$ cat src/rtl/bcr_pkg.sv
// package with register map, field positions and packed carriers for the config bank
package bcr_pkg;
  localparam logic [7:0] PROT_SRC_ADDR = 8'ha2;
  localparam logic [7:0] BRIGHT_TRANS_ADDR = 8'ha3;
  localparam logic [7:0] BRIGHTNESS_ADDR = 8'h01;
  localparam logic [7:0] PROT_SRC_RESET = 8'h00;
  localparam logic [7:0] BRIGHT_TRANS_RESET = 8'h00;
  localparam logic [7:0] READ_IDLE_VALUE = 8'h00;
  localparam int DIM_PIN_BIT = 0;
  localparam int BOOST_PIN_BIT = 1;
  localparam int ISET_PIN_BIT = 2;
  localparam int BACKLIGHT_ON_BIT_BIT = 3;
  localparam int LOCKOUT_THRESHOLD_SELECT_BIT = 4;
  localparam int LOCKOUT_PROTECT_ENABLE_BIT = 5;
  localparam int HYST_LSB = 0;
  localparam int FILTER_LSB = 2;
  localparam int SLOPE_LSB = 4;

  typedef struct packed {
    logic [1:0] stored_boost_rate_bits;
    logic [1:0] stored_dimming_rate_bits;
    logic [1:0] pin_boost_rate;
    logic [1:0] pin_dimming_rate;
  } bcr_rate_src_type;

  typedef struct packed {
    logic [1:0] boost_rate;
    logic [1:0] dimming_rate;
    logic current_from_resistor;
    logic lockout_protect_enable;
    logic lockout_threshold_select;
    logic backlight_enable;
    logic [2:0] slope;
    logic [1:0] filter;
    logic [1:0] hysteresis;
  } bcr_ctrl_type;
endpackage : bcr_pkg

$ cat src/rtl/bcr_sync.sv
// two-flop synchroniser for pin-derived levels
module bcr_sync #(
  parameter int WIDTH = 1
) (
  input wire logic ref_clk_i,
  input wire logic reset_i,
  input wire logic clk_en_i,
  input wire logic [WIDTH-1:0] async_i,
  output logic [WIDTH-1:0] sync_o
);
  logic [WIDTH-1:0] meta_q;
  logic [WIDTH-1:0] meta_d;
  logic [WIDTH-1:0] sync_q;
  logic [WIDTH-1:0] sync_d;

  always_comb begin
    meta_d = meta_q;
    sync_d = sync_q;
    if (clk_en_i) begin
      meta_d = async_i;
      sync_d = meta_q;
    end
  end

  always_ff @(posedge ref_clk_i) begin
    if (reset_i) begin
      meta_q <= '0;
      sync_q <= '0;
    end else begin
      meta_q <= meta_d;
      sync_q <= sync_d;
    end
  end

  assign sync_o = sync_q;
endmodule : bcr_sync

$ cat src/rtl/bcr_config_regs.sv
// configuration register bank: protection/source and brightness transition registers

module bcr_config_regs import bcr_pkg::*; (
  input wire logic ref_clk_i,
  input wire logic reset_i,
  input wire logic clk_en_i,
  input wire logic wr_en_i,
  input wire logic rd_en_i,
  input wire logic [7:0] addr_i,
  input wire logic [7:0] wdata_i,
  input wire logic [1:0] stored_boost_rate_bits_i,
  input wire logic [1:0] stored_dimming_rate_bits_i,
  input wire logic [1:0] frequency_select_pin_boost_i,
  input wire logic [1:0] frequency_select_pin_dimming_i,
  output logic [7:0] rdata_o,
  output logic [7:0] prot_src_o,
  output logic [7:0] bright_trans_o,
  output bcr_ctrl_type ctrl_o
);
  logic [7:0] prot_q;
  logic [7:0] prot_d;
  logic [7:0] trans_q;
  logic [7:0] trans_d;
  logic [7:0] rdata_q;
  logic [7:0] rdata_d;
  logic bright_seen_q;
  logic bright_seen_d;
  bcr_ctrl_type ctrl_q;
  bcr_ctrl_type ctrl_d;
  logic [3:0] pin_sync;
  bcr_rate_src_type src;

  //////////////////////////////////////////////////////////////////////////
  // pin-derived rate selections cross in through two flops
  bcr_sync #(.WIDTH(4)) u_pin_sync (
    .ref_clk_i(ref_clk_i),
    .reset_i(reset_i),
    .clk_en_i(clk_en_i),
    .async_i({frequency_select_pin_boost_i, frequency_select_pin_dimming_i}),
    .sync_o(pin_sync)
  );

  always_comb begin
    src.stored_boost_rate_bits = stored_boost_rate_bits_i;
    src.stored_dimming_rate_bits = stored_dimming_rate_bits_i;
    src.pin_boost_rate = pin_sync[3:2];
    src.pin_dimming_rate = pin_sync[1:0];
  end

  //////////////////////////////////////////////////////////////////////////
  // register writes and reads
  always_comb begin
    prot_d = prot_q;
    trans_d = trans_q;
    rdata_d = rdata_q;
    bright_seen_d = bright_seen_q;
    if (wr_en_i) begin
      case (addr_i)
        PROT_SRC_ADDR: prot_d = wdata_i;
        BRIGHT_TRANS_ADDR: trans_d = wdata_i;
        BRIGHTNESS_ADDR: bright_seen_d = 1'b1;
        default: ;
      endcase
    end
    if (rd_en_i) begin
      case (addr_i)
        PROT_SRC_ADDR: rdata_d = prot_q;
        BRIGHT_TRANS_ADDR: rdata_d = trans_q;
        default: rdata_d = READ_IDLE_VALUE;
      endcase
    end
  end

  //////////////////////////////////////////////////////////////////////////
  // decoded controls
  always_comb begin
    ctrl_d = ctrl_q;
    ctrl_d.backlight_enable = prot_q[BACKLIGHT_ON_BIT_BIT] | bright_seen_q;
    ctrl_d.boost_rate = prot_q[BOOST_PIN_BIT] ? src.pin_boost_rate
                                              : src.stored_boost_rate_bits;
    ctrl_d.dimming_rate = prot_q[DIM_PIN_BIT] ? src.pin_dimming_rate
                                              : src.stored_dimming_rate_bits;
    ctrl_d.current_from_resistor = prot_q[ISET_PIN_BIT];
    ctrl_d.lockout_protect_enable = prot_q[LOCKOUT_PROTECT_ENABLE_BIT];
    ctrl_d.lockout_threshold_select = prot_q[LOCKOUT_THRESHOLD_SELECT_BIT];
    ctrl_d.slope = trans_q[SLOPE_LSB +: 3];
    ctrl_d.filter = trans_q[FILTER_LSB +: 2];
    ctrl_d.hysteresis = trans_q[HYST_LSB +: 2];
  end

  always_ff @(posedge ref_clk_i) begin
    if (reset_i) begin
      prot_q <= PROT_SRC_RESET;
      trans_q <= BRIGHT_TRANS_RESET;
      rdata_q <= READ_IDLE_VALUE;
      bright_seen_q <= 1'b0;
      ctrl_q <= '0;
    end else if (clk_en_i) begin
      prot_q <= prot_d;
      trans_q <= trans_d;
      rdata_q <= rdata_d;
      bright_seen_q <= bright_seen_d;
      ctrl_q <= ctrl_d;
    end
  end

  assign rdata_o = rdata_q;
  assign prot_src_o = prot_q;
  assign bright_trans_o = trans_q;
  assign ctrl_o = ctrl_q;

  //////////////////////////////////////////////////////////////////////////
  // checks
  property p_backlight_on_bit_direct;
    @(posedge ref_clk_i) disable iff (reset_i)
      clk_en_i && prot_q[BACKLIGHT_ON_BIT_BIT] |=> ctrl_q.backlight_enable;
  endproperty
  a_backlight_on_bit_direct: assert property (p_backlight_on_bit_direct) else $error("backlight not enabled");

  property p_bl_off_waits;
    @(posedge ref_clk_i) disable iff (reset_i)
      clk_en_i && !prot_q[BACKLIGHT_ON_BIT_BIT] && !bright_seen_q |=> !ctrl_q.backlight_enable;
  endproperty
  a_bl_off_waits: assert property (p_bl_off_waits) else $error("backlight on early");

  property p_bright_write;
    @(posedge ref_clk_i) disable iff (reset_i)
      clk_en_i && wr_en_i && addr_i == BRIGHTNESS_ADDR ##1 clk_en_i [*2]
      |-> ctrl_q.backlight_enable;
  endproperty
  a_bright_write: assert property (p_bright_write) else $error("brightness write ignored");

  property p_boost_pin;
    @(posedge ref_clk_i) disable iff (reset_i)
      clk_en_i && prot_q[BOOST_PIN_BIT] |=> ctrl_q.boost_rate == $past(src.pin_boost_rate);
  endproperty
  a_boost_pin: assert property (p_boost_pin) else $error("boost pin rate wrong");

  property p_boost_stored;
    @(posedge ref_clk_i) disable iff (reset_i)
      clk_en_i && !prot_q[BOOST_PIN_BIT]
      |=> ctrl_q.boost_rate == $past(stored_boost_rate_bits_i);
  endproperty
  a_boost_stored: assert property (p_boost_stored) else $error("boost stored rate wrong");

  property p_dim_pin;
    @(posedge ref_clk_i) disable iff (reset_i)
      clk_en_i && prot_q[DIM_PIN_BIT] |=> ctrl_q.dimming_rate == $past(src.pin_dimming_rate);
  endproperty
  a_dim_pin: assert property (p_dim_pin) else $error("dimming pin rate wrong");

  property p_dim_stored;
    @(posedge ref_clk_i) disable iff (reset_i)
      clk_en_i && !prot_q[DIM_PIN_BIT]
      |=> ctrl_q.dimming_rate == $past(stored_dimming_rate_bits_i);
  endproperty
  a_dim_stored: assert property (p_dim_stored) else $error("dimming stored rate wrong");

  property p_lockout;
    @(posedge ref_clk_i) disable iff (reset_i)
      clk_en_i && wr_en_i && addr_i == PROT_SRC_ADDR ##1 clk_en_i
      |=> ctrl_q.lockout_protect_enable == $past(wdata_i[LOCKOUT_PROTECT_ENABLE_BIT], 2)
      && ctrl_q.lockout_threshold_select == $past(wdata_i[LOCKOUT_THRESHOLD_SELECT_BIT], 2);
  endproperty
  a_lockout: assert property (p_lockout) else $error("lockout controls wrong");

  property p_readback;
    @(posedge ref_clk_i) disable iff (reset_i)
      clk_en_i && rd_en_i && addr_i == BRIGHT_TRANS_ADDR |=> rdata_q == $past(trans_q);
  endproperty
  a_readback: assert property (p_readback) else $error("readback wrong");

  property p_write_lands;
    @(posedge ref_clk_i) disable iff (reset_i)
      clk_en_i && wr_en_i && addr_i == PROT_SRC_ADDR
      |=> prot_q == $past(wdata_i);
  endproperty
  a_write_lands: assert property (p_write_lands) else $error("register write lost");

  property p_unmapped_read;
    @(posedge ref_clk_i) disable iff (reset_i)
      clk_en_i && rd_en_i && addr_i != PROT_SRC_ADDR && addr_i != BRIGHT_TRANS_ADDR
      |=> rdata_q == READ_IDLE_VALUE;
  endproperty
  a_unmapped_read: assert property (p_unmapped_read) else $error("unmapped read not idle");

  property p_current_src;
    @(posedge ref_clk_i) disable iff (reset_i)
      clk_en_i |=> ctrl_q.current_from_resistor == $past(prot_q[ISET_PIN_BIT]);
  endproperty
  a_current_src: assert property (p_current_src) else $error("current source wrong");

  property p_freeze;
    @(posedge ref_clk_i) disable iff (reset_i)
      !clk_en_i |=> $stable(prot_q) && $stable(trans_q) && $stable(rdata_q)
      && $stable(ctrl_q) && $stable(bright_seen_q) && $stable(pin_sync);
  endproperty
  a_freeze: assert property (p_freeze) else $error("state moved while frozen");

  c_backlight_on_bit: cover property (@(posedge ref_clk_i) disable iff (reset_i)
    clk_en_i && wr_en_i && addr_i == PROT_SRC_ADDR && wdata_i[BACKLIGHT_ON_BIT_BIT]);
  c_bright: cover property (@(posedge ref_clk_i) disable iff (reset_i)
    clk_en_i && wr_en_i && addr_i == BRIGHTNESS_ADDR);
  c_pin_rates: cover property (@(posedge ref_clk_i) disable iff (reset_i)
    prot_q[BOOST_PIN_BIT] && prot_q[DIM_PIN_BIT]);
  c_freeze: cover property (@(posedge ref_clk_i) disable iff (reset_i)
    !clk_en_i && wr_en_i);
  c_pin_change: cover property (@(posedge ref_clk_i) disable iff (reset_i)
    prot_q[BOOST_PIN_BIT] && ctrl_q.boost_rate != $past(ctrl_q.boost_rate));
endmodule : bcr_config_regs

$ cat config.mk
export PLATFORM = sky130hd
export DESIGN_NAME = bcr_config_regs
export DESIGN_NICKNAME = d
export VERILOG_FILES = /design/src/rtl/bcr_pkg.sv /design/src/rtl/bcr_sync.sv /design/src/rtl/bcr_config_regs.sv
export SDC_FILE = /design/constraint.sdc
export NUM_CORES = 1
export LEC_CHECK = 0
export BUFFER_PORTS_ARGS = -buffer_cell sky130_fd_sc_hd__buf_4
export CAP_MARGIN = 20
export CORE_MARGIN = 1.5
export CORE_UTILIZATION = 50
export DETAILED_ROUTE_END_ITERATION = 8
export HOLD_SLACK_MARGIN = 0.05
export PLACE_DENSITY = 0.77
export SYNTH_ARGS = -nofsm -noshare
export SYNTH_HDL_FRONTEND = slang
export SYNTH_SLANG_ARGS = --single-unit
$ cat constraint.sdc
create_clock -name ref_clk_i -period 1.66 [get_ports ref_clk_i]
set_input_delay 0.083 -clock ref_clk_i [delete_from_list [all_inputs] [get_ports ref_clk_i]]
set_output_delay 0.083 -clock ref_clk_i [all_outputs]
set_load 0.005 [all_outputs]
==> results of run 1 <==
flip-flops by register name, indices dropped and copies added, names as in the netlist:
| signal | cells |
|---|---|
| ctrl_o | 15 |
| bright_seen_q | 1 |
| u_pin_sync.meta_q | 4 |
| prot_src_o | 8 |
| rdata_o | 8 |
| bright_trans_o | 8 |
| u_pin_sync.sync_o | 4 |
metal layers:
metal / wire length (µm) / up-vias / GRT usage
li1: - / 928 / -
met1: 2096 / 866 / 0.3034
met2: 2560 / 68 / 0.3554
met3: 320 / 9 / 0.05333
met4: 78 / 0 / 0.08500
met5: 0 / - / 0
metrics by stage:
| stage | area (µm²) | utilization | total power [µW] | hold slack (ns) | worst slack [ns] |
|---|---|---|---|---|---|
| floorplan | 2100 | - | 1307 | 0.2302 | 0.6836 |
| global placement | 2510 | 0.6230 | 1395 | 0.3198 | 0.5193 |
| detailed placement | 2510 | 0.6230 | 1396 | 0.3323 | 0.4920 |
| CTS | 2646 | 0.6568 | 2126 | 0.05171 | 0.6359 |
| global route | 2646 | 0.6568 | 2194 | 0.05350 | 0.5982 |
| finish | 2646 | 0.6568 | 2115 | 0.05313 | 0.6361 |
cells in the final DEF, fill, tap and decap left out, drive strengths merged:
master / synthesis / final
and2: 1 / 1
and4bb: 2 / 2
nor4: 1 / 1
nand2b: 1 / 1
nand2: 9 / 9
o31ai: 16 / 16
and3b: 1 / 1
a41oi: 1 / 1
nand4bb: 2 / 2
a211oi: 5 / 5
nand4: 32 / 32
dfxtp: 48 / 48
clkbuf: 7 / 7
a21oi: 17 / 17
nor3b: 1 / 1
nand3: 8 / 8
nor3: 1 / 1
buf: 27 / 73
dlygate4sd3: 0 / 4
mux2i: 22 / 22
nor2b: 1 / 1
nor2: 25 / 25
logic make-up after synthesis:
family          count (synthesis)  synth area share
compound gates                 39            0.1198
buf+inv                        34           0.09536
flops                          48            0.4577
simple gates                   85            0.2223
mux                            22            0.1049
cells in the mapped netlist:
library cell  instances  share of area
nor3b_2               1         0.0060
nor3_1                1         0.0024
a21oi_1              17          0.041
nand4_1              32          0.095
nand2b_1              1         0.0030
nand2_1               9          0.016
nor2_1               25          0.045
clkbuf_1              7          0.013
and3b_1               1         0.0042
nor4_1                1         0.0030
buf_2                10          0.024
a41oi_1               1         0.0042
dfxtp_1              48           0.46
a211oi_1              5          0.018
mux2i_1              22           0.10
o31ai_1              16          0.057
nor2b_1               1         0.0030
buf_1                 1         0.0018
nand3_1               8          0.019
buf_4                16          0.057
and4bb_1              2          0.012
nand4bb_1             2          0.011
and2_1                1         0.0030
worst reg2reg max path: cells and delay by family (launching register included):
kind            cells  cell delay [ns]
flops               1             0.48
mux                 1             0.22
compound gates      1             0.08
power by group through the flow:
stage	logic (µW)	registers, µW	clock network [µW]
finish	201	1180	738
global route	220	1180	796
global placement	192	1200	0
CTS	200	1180	749
detailed placement	192	1200	0
floorplan	104	1200	0
cell type report:
| cell class | count | area (µm²) | area share |
|---|---|---|---|
| Clock buffer | 7 | 96.34 | 0.03641 |
| Timing Repair Buffer | 77 | 588.1 | 0.2222 |
| Sequential cell | 48 | 960.9 | 0.3631 |
| Multi-Input combinational cell | 146 | 938.4 | 0.3546 |
| Tap cell | 50 | 62.56 | 0.02364 |
how the worst max path moves through the flow:
stage / start / depth (start not counted) / slack [ns] / end
after global routing: prot_src_o[0]$_SDFFE_PP0P_ / 1 / 0.60 / prot_src_o[0]
after CTS: prot_src_o[1]$_SDFFE_PP0P_ / 1 / 0.64 / prot_src_o[1]
after detailed placement: reset_i / 4 / 0.49 / rdata_o[5]$_SDFFE_PP0P_
after floorplan: addr_i[6] / 5 / 0.68 / prot_src_o[5]$_SDFFE_PP0P_
final: prot_src_o[1]$_SDFFE_PP0P_ / 1 / 0.64 / prot_src_o[1]
after global placement: reset_i / 4 / 0.52 / rdata_o[6]$_SDFFE_PP0P_
==> run_results.csv, run 1 <==
group,metric,value,unit
run_status,status,"finished, final reports clean",
clock_network,cts-resized-gates,0,
power_and_ir_drop,p_sw,481.8,µW
global_route,grt_max_degree,44,
worst_hold_path,hold_end,"prot_src_o[7]$_SDFFE_PP0P_",
global_route,grt_usage,0.2269,
power_and_ir_drop,ir_drop,404.1,µV
setup_path,rr_startpoint,"prot_src_o[1]$_SDFFE_PP0P_",
die,die_x,67.80,µm
worst_hold_path,holdCritPathClass,"primary input to flop",
synth,syn-num-nets,257,
detailed_routing,routed_wl,5056,µm
clock_network,clk_pin_slew,0.08,ns
setup_path,r2r-end,"ctrl_o[13]$_SDFFE_PP0P_",
power_and_ir_drop,pwr-share-seq,0.556,
synth,ys_seq_area_frac,0.4577,
setup_path,reg2reg_slack,0.75,ns
global_route,antenna_found_initial,0,
finish,drive_above_1_share,0.2914,
power_and_ir_drop,power.leakage,0.001117,µW
timing,slew_headroom,0.6016,
setup_path,crit_arrival,0.94,ns
clock_network,clock_sinks,48,
clock_network,clk_latency,0.30,ns
finish,nNetsFinal,307,
timing,worst_slew_pin_slew,0.5963,ns
clock_network,htree_levels,2,
die,start_util,0.5211,
power_and_ir_drop,comb_power_share,0.095,
die,core,0.004029,mm²
setup_path,reg2reg_depth,2,
setup_path,end_kind,"primary output",
finish,syn_to_final_growth,26.04,%
clock_network,cts_setup_buffers,0,
detailed_routing,vias_per_cell,5.704,
timing,fmax,976.7,MHz
place,port_buffers,67,
global_route,grt_pass1_vias,1613,
clock_network,ctsLongestPathBuffers,2,
timing,hold_viol,0,
finish,diodes,0,
clock_network,cts_root_buf,"clkbuf_8",
place,dpl.hpwl,3429,µm
detailed_routing,firstDrtPassIters,5,
setup_path,path_cells,"buf_4",
finish,finalNonFillerCells,328,
die,fp.dieH,67.80,µm
job,cap_violations,0,
synth,synth_warnings,0,
detailed_routing,num_vias,1871,
timing,rsz0062_at_grt,"false",
die,core.rowCount,23,
die,die_area,0.004597,mm²
detailed_routing,ant_nets,0,
global_route,grt-ovfl-total,0,
timing,report.final.slew_viol_count,0,
timing,tns,0,ns
finish,fill_cells,359,
setup_path,path_buf_inv,1,
setup_path,cp_slowest_stage_delay,0.48,ns
worst_hold_path,min_from,"wdata_i[7]",
worst_hold_path,hold_path_depth,3,
global_route,grt_pass1_wl,7783,µm
power_and_ir_drop,internal_power,1634,µW
place,placedCellCount,317,
setup_path,cp_top_family,"flip-flops",
synth,syn_area,0.002100,mm²
power_and_ir_drop,pwr_density_cell,799.4,mW/mm²
detailed_routing,drcViolationCount,0,
place,place_congestion,0.8368,
detailed_routing,wl_per_cell,15.41,µm
setup_path,slowest_stage,"dfxtp_1",
power_and_ir_drop,switching_share,0.2278,
clock_network,numCtsBuffers,5,
timing,period_share,0.6168,
synth,ys_types,23,
setup_path,critical_path.max_fanout,5,
timing,period_needed,1.024,ns
die,num_io_pins,68,
setup_path,path_class,"flop to primary output",
clock_network,cts_hold_buf,4,
timing,clock_skew,0.005038,ns
synth,synth-seq-cells,48,
power_and_ir_drop,clkPwrFrac,0.349,
detailed_routing,first_iter_violations,122,
synth,postSynthCellCount,228,
setup_path,start_kind,"flop",
setup_path,cp.required,1.58,ns
synth,avgSynthCellArea,9.208,µm²
clock_network,cts_tree,"yes",
timing,setup_viol,0,
Note: power is estimated with default switching activity, not from simulation.
==> inputs of run 2 (changes only) <==
==> constraint.sdc (replaced) <==
create_clock -name ref_clk_i -period 1 [get_ports ref_clk_i]
set_input_delay 0.05 -clock ref_clk_i [delete_from_list [all_inputs] [get_ports ref_clk_i]]
set_output_delay 0.05 -clock ref_clk_i [all_outputs]
set_load 0.005 [all_outputs]
==> run_results.csv, run 2 (synthesis results as in run 1) <==
group,metric,value,unit
run_status,status,"finished, final reports clean",
worst_hold_path,min_from,"stored_boost_rate_bits_i[0]",
job,cap_violations,0,
die,fp.dieH,67.80,µm
global_route,grt_max_degree,41,
clock_network,clk_pin_slew,0.09,ns
power_and_ir_drop,ir_drop,628.1,µV
setup_path,slowest_stage,"dfxtp_1",
setup_path,reg2reg_depth,2,
place,port_buffers,67,
clock_network,clock_sinks,48,
worst_hold_path,hold_path_depth,3,
die,num_io_pins,68,
detailed_routing,vias_per_cell,5.844,
place,placedCellCount,321,
global_route,grt_pass1_wl,8169,µm
global_route,grt_pass1_vias,1741,
die,core,0.004029,mm²
timing,period_share,0.9355,
setup_path,critical_path.max_fanout,4,
die,die_x,67.80,µm
global_route,grt-ovfl-total,0,
die,core.rowCount,23,
clock_network,cts_setup_buffers,0,
finish,final_common_cell,"buf_4",
detailed_routing,num_vias,1987,
setup_path,reg2reg_slack,0.14,ns
setup_path,cp.required,0.95,ns
finish,regArea,963.4,µm²
power_and_ir_drop,power.leakage,0.001182,µW
timing,hold_viol,0,
finish,fill_cells,341,
clock_network,cts_root_buf,"clkbuf_8",
finish,fin_area,0.002796,mm²
timing,whs,0.09784,ns
setup_path,path_class,"flop to primary output",
die,die_area,0.004597,mm²
clock_network,ctsLongestPathBuffers,2,
place,place_congestion,0.7767,
clock_network,htree_levels,2,
timing,period_needed,0.9355,ns
setup_path,start_kind,"flop",
setup_path,cp_top_family,"flip-flops",
finish,diodes,0,
finish,largest_register_ffs,15,
finish,drive_above_1_share,0.3000,
detailed_routing,routed_wl,5146,µm
setup_path,crit_arrival,0.89,ns
timing,worst_slew_pin_slew,0.4173,ns
setup_path,cp_num_cells,1,
global_route,grt_usage,0.2351,
timing,setup_viol,0,
clock_network,clk_latency,0.30,ns
place,placed_cell_area,0.002577,mm²
setup_path,path_cells,"buf_4",
power_and_ir_drop,pwr_density_cell,1274,mW/mm²
die,start_util,0.5211,
timing,rsz0062_at_grt,"false",
timing,report.final.slew_viol_count,0,
setup_path,end_kind,"primary output",
global_route,antenna_found_initial,0,
timing,tns,0,ns
worst_hold_path,holdCritPathClass,"primary input to flop",
setup_path,r2r-end,"ctrl_o[14]$_SDFFE_PP0P_",
detailed_routing,drcViolationCount,0,
clock_network,cts_tree,"yes",
detailed_routing,first_iter_violations,146,
detailed_routing,wl_per_cell,15.14,µm
finish,multi_input_area,938.4,µm²
detailed_routing,firstDrtPassIters,4,
setup_path,cp_slowest_stage_delay,0.43,ns
setup_path,rr_startpoint,"prot_src_o[1]$_SDFFE_PP0P_",
timing,fmax,1069,MHz
finish,syn_to_final_growth,33.19,%
worst_hold_path,hold_end,"ctrl_o[13]$_SDFFE_PP0P_",
finish,nNetsFinal,319,
clock_network,numCtsBuffers,5,
timing,slew_headroom,0.7218,
place,dpl.hpwl,3493,µm
setup_path,path_buf_inv,1,
detailed_routing,ant_nets,0,
finish,final_cell_mix,"74 x buf_4, 46 x dfxtp_1, 32 x nand4_1, 25 x nor2_1, 22 x mux2i_1",
timing,clock_skew,0.007951,ns
finish,finalNonFillerCells,340,
==> run 2: metrics by stage <==
stage                     total power (µW)    util  setup slack (ns)
after global routing                  3688  0.6941           0.03079
after detailed placement              2341  0.6398          -0.05211
after CTS                             3580  0.6938           0.01190
after floorplan                       2169       -           0.05657
final                                 3563  0.6941           0.06449
after global placement                2334  0.6398          -0.01157
==> run 2: cell type report <==
type	instances	share of cell area
Multi-Input combinational cell	146	0.3356
Timing Repair Buffer	89	0.2631
Sequential cell	48	0.3445
Clock buffer	7	0.03445
Tap cell	50	0.02237
==> run 2: what timing repair did <==
action / in CTS / in global routing
endpoints found under the setup margin: 1 / 2
endpoints found under the hold margin: 20 / 0
hold buffers: 12 / 0
resized for setup: 1 / 1
==> run 2: worst max path at each step <==
| stage | from | end | slack (ns) |
|---|---|---|---|
| global route | bright_trans_o[6]$_SDFFE_PP0P_ | bright_trans_o[6] | 0.03 |
| finish | prot_src_o[2]$_SDFFE_PP0P_ | prot_src_o[2] | 0.06 |
| global placement | addr_i[6] | prot_src_o[1]$_SDFFE_PP0P_ | -0.01 |
| CTS | prot_src_o[0]$_SDFFE_PP0P_ | prot_src_o[0] | 0.01 |
| detailed placement | addr_i[6] | prot_src_o[0]$_SDFFE_PP0P_ | -0.05 |
| floorplan | addr_i[6] | prot_src_o[5]$_SDFFE_PP0P_ | 0.06 |
==> run 2: layer usage <==
metal	track usage	wire length (µm)
met1	0.3025	2085
met2	0.3885	2674
met3	0.05667	315
met4	0.07500	70
met5	0	0
==> run 2: where the power goes <==
group	switching, µW	internal (µW)	total [µW]
logic	186	198	383
clock network	610	616	1230
registers	15.5	1940	1950
==> inputs of run 3 (changes only) <==
--- a/config.mk
+++ b/config.mk
@@ -9,9 +9,11 @@
 export CAP_MARGIN = 20
 export CORE_MARGIN = 1.5
 export CORE_UTILIZATION = 50
+export CTS_CLUSTER_DIAMETER = 200
 export DETAILED_ROUTE_END_ITERATION = 8
 export HOLD_SLACK_MARGIN = 0.05
 export PLACE_DENSITY = 0.77
+export SETUP_SLACK_MARGIN = 0.1
 export SYNTH_ARGS = -nofsm -noshare
 export SYNTH_HDL_FRONTEND = slang
 export SYNTH_SLANG_ARGS = --single-unit
==> run_results.csv, run 3 (synthesis results as in run 1) <==
group,metric,value,unit
setup_path,cp_slowest_stage_delay,0.39,ns
detailed_routing,ant_nets,0,
detailed_routing,wl_per_cell,15.18,µm
setup_path,cp.required,0.95,ns
power_and_ir_drop,pwr_density_cell,1344,mW/mm²
power_and_ir_drop,power.leakage,0.001200,µW
timing,hold_viol,0,
clock_network,ctsLongestPathBuffers,2,
clock_network,clk_pin_slew,0.09,ns
finish,fill_cells,318,
global_route,grt_pass1_vias,1664,
setup_path,slowest_stage,"dfxtp_2",
finish,drive_above_1_share,0.3402,
global_route,antenna_found_initial,0,
setup_path,path_cells,"buf_4",
setup_path,cp_top_family,"flip-flops",
global_route,grt-ovfl-total,0,
clock_network,cts_tree,"yes",
clock_network,htree_levels,2,
job,cap_violations,0,
die,core.rowCount,23,
timing,whs,0.08790,ns
power_and_ir_drop,pwr-share-seq,0.511,
die,fp.dieH,67.80,µm
setup_path,start_kind,"flop",
setup_path,end_kind,"primary output",
die,start_util,0.5211,
place,place_congestion,0.8342,
finish,syn_to_final_growth,35.16,%
global_route,grt_pass1_wl,7893,µm
die,core,0.004029,mm²
power_and_ir_drop,internal_power,2948,µW
finish,final_common_cell,"buf_4",
detailed_routing,vias_per_cell,5.584,
clock_network,clock_sinks,48,
setup_path,crit_arrival,0.83,ns
finish,final_cell_mix,"74 x buf_4, 35 x dfxtp_1, 32 x nand4_1, 25 x nor2_1, 22 x mux2i_1",
timing,worst_slew_pin_slew,0.5795,ns
detailed_routing,drcViolationCount,0,
detailed_routing,first_iter_violations,132,
timing,slew_headroom,0.6137,
timing,fmax,1135,MHz
finish,diodes,0,
power_and_ir_drop,ir_drop,1038,µV
global_route,grt_max_degree,33,
clock_network,clk_latency,0.31,ns
power_and_ir_drop,p_sw,867.8,µW
place,placed_cell_area,0.002577,mm²
power_and_ir_drop,comb_power_share,0.099,
finish,finish.utilization,0.7043,
clock_network,cts_root_buf,"clkbuf_8",
worst_hold_path,holdCritPathClass,"primary input to flop",
place,port_buffers,67,
die,die_area,0.004597,mm²
clock_network,numCtsBuffers,5,
finish,fin_area,0.002838,mm²
place,dpl.hpwl,3500,µm
finish,nNetsFinal,319,
setup_path,path_class,"flop to primary output",
power_and_ir_drop,clkPwrFrac,0.390,
die,die_x,67.80,µm
finish,largest_register_ffs,15,
detailed_routing,num_vias,1904,
power_and_ir_drop,switching_share,0.2274,
timing,clock_skew,0.005942,ns
timing,report.final.slew_viol_count,0,
power_and_ir_drop,finalPower,3815,µW
detailed_routing,firstDrtPassIters,4,
run_status,status,"finished, final reports clean",
timing,setup_viol,0,
global_route,grt_usage,0.2304,
timing,period_needed,0.8814,ns
detailed_routing,routed_wl,5178,µm
setup_path,path_buf_inv,1,
timing,period_share,0.8814,
die,num_io_pins,68,
setup_path,critical_path.max_fanout,4,
timing,rsz0062_at_grt,"false",
[run 3: layout make-up]
class,instances,area [µm²],share of cell area
Sequential cell,48,979.7,0.3452
Multi-Input combinational cell,146,938.4,0.3307
Timing Repair Buffer,89,735.7,0.2593
Clock buffer,6,82.58,0.02910
Tap cell,50,62.56,0.02205
Clock inverter,2,38.79,0.01367
[run 3: power groups by stage]
| stage | sequential (µW) | combinational [µW] | clock [µW] |
|---|---|---|---|
| 2_1_floorplan | 2000 | 176 | 0 |
| 3_3_place_gp | 2000 | 332 | 0 |
| 3_5_place_dp | 2000 | 335 | 0 |
| 4_1_cts | 1950 | 374 | 1480 |
| 5_1_grt | 1950 | 410 | 1560 |
| 6_report | 1950 | 377 | 1490 |
[run 3: timing repair]
action	4_1_cts	5_1_grt
setup endpoints to repair	13	3
buffers inserted	0	0
resized for setup	11	3
hold buffers	12	0
endpoints found under the hold margin	20	0
[run 3: worst paths after layout]
kind / start / slack [ns] / cells past startpoint / to
worst max-delay path: prot_src_o[1]$_SDFFE_PP0P_ / 0.12 / 1 / prot_src_o[1]
worst min-delay path: stored_dimming_rate_bits_i[0] / 0.09 / 3 / ctrl_o[11]$_SDFFE_PP0P_
worst max register to register: prot_src_o[0]$_SDFFE_PP0P_ / 0.18 / 2 / ctrl_o[11]$_SDFFE_PP0P_
worst min register to register: rdata_o[4]$_SDFFE_PP0P_ / 0.46 / 2 / rdata_o[4]$_SDFFE_PP0P_
[run 3: through the flow]
stage                     setup WS, ns  TNS (ns)  instances
after global placement        -0.01837  -0.03389        321
after global routing            0.1002         0        341
after CTS                       0.1008         0        341
after detailed placement      -0.04097   -0.2106        321
after floorplan                0.07741         0        228
final                           0.1186         0        341
[run 3: metal layers]
metal | vias to the layer above | wire [µm] | track usage | part of all wire
li1 | 957 | - | - | -
met1 | 872 | 2148 | 0.2921 | 0.41
met2 | 65 | 2637 | 0.3811 | 0.51
met3 | 10 | 265 | 0.03500 | 0.051
met4 | 0 | 127 | 0.1125 | 0.025
met5 | - | 0 | 0 | 0
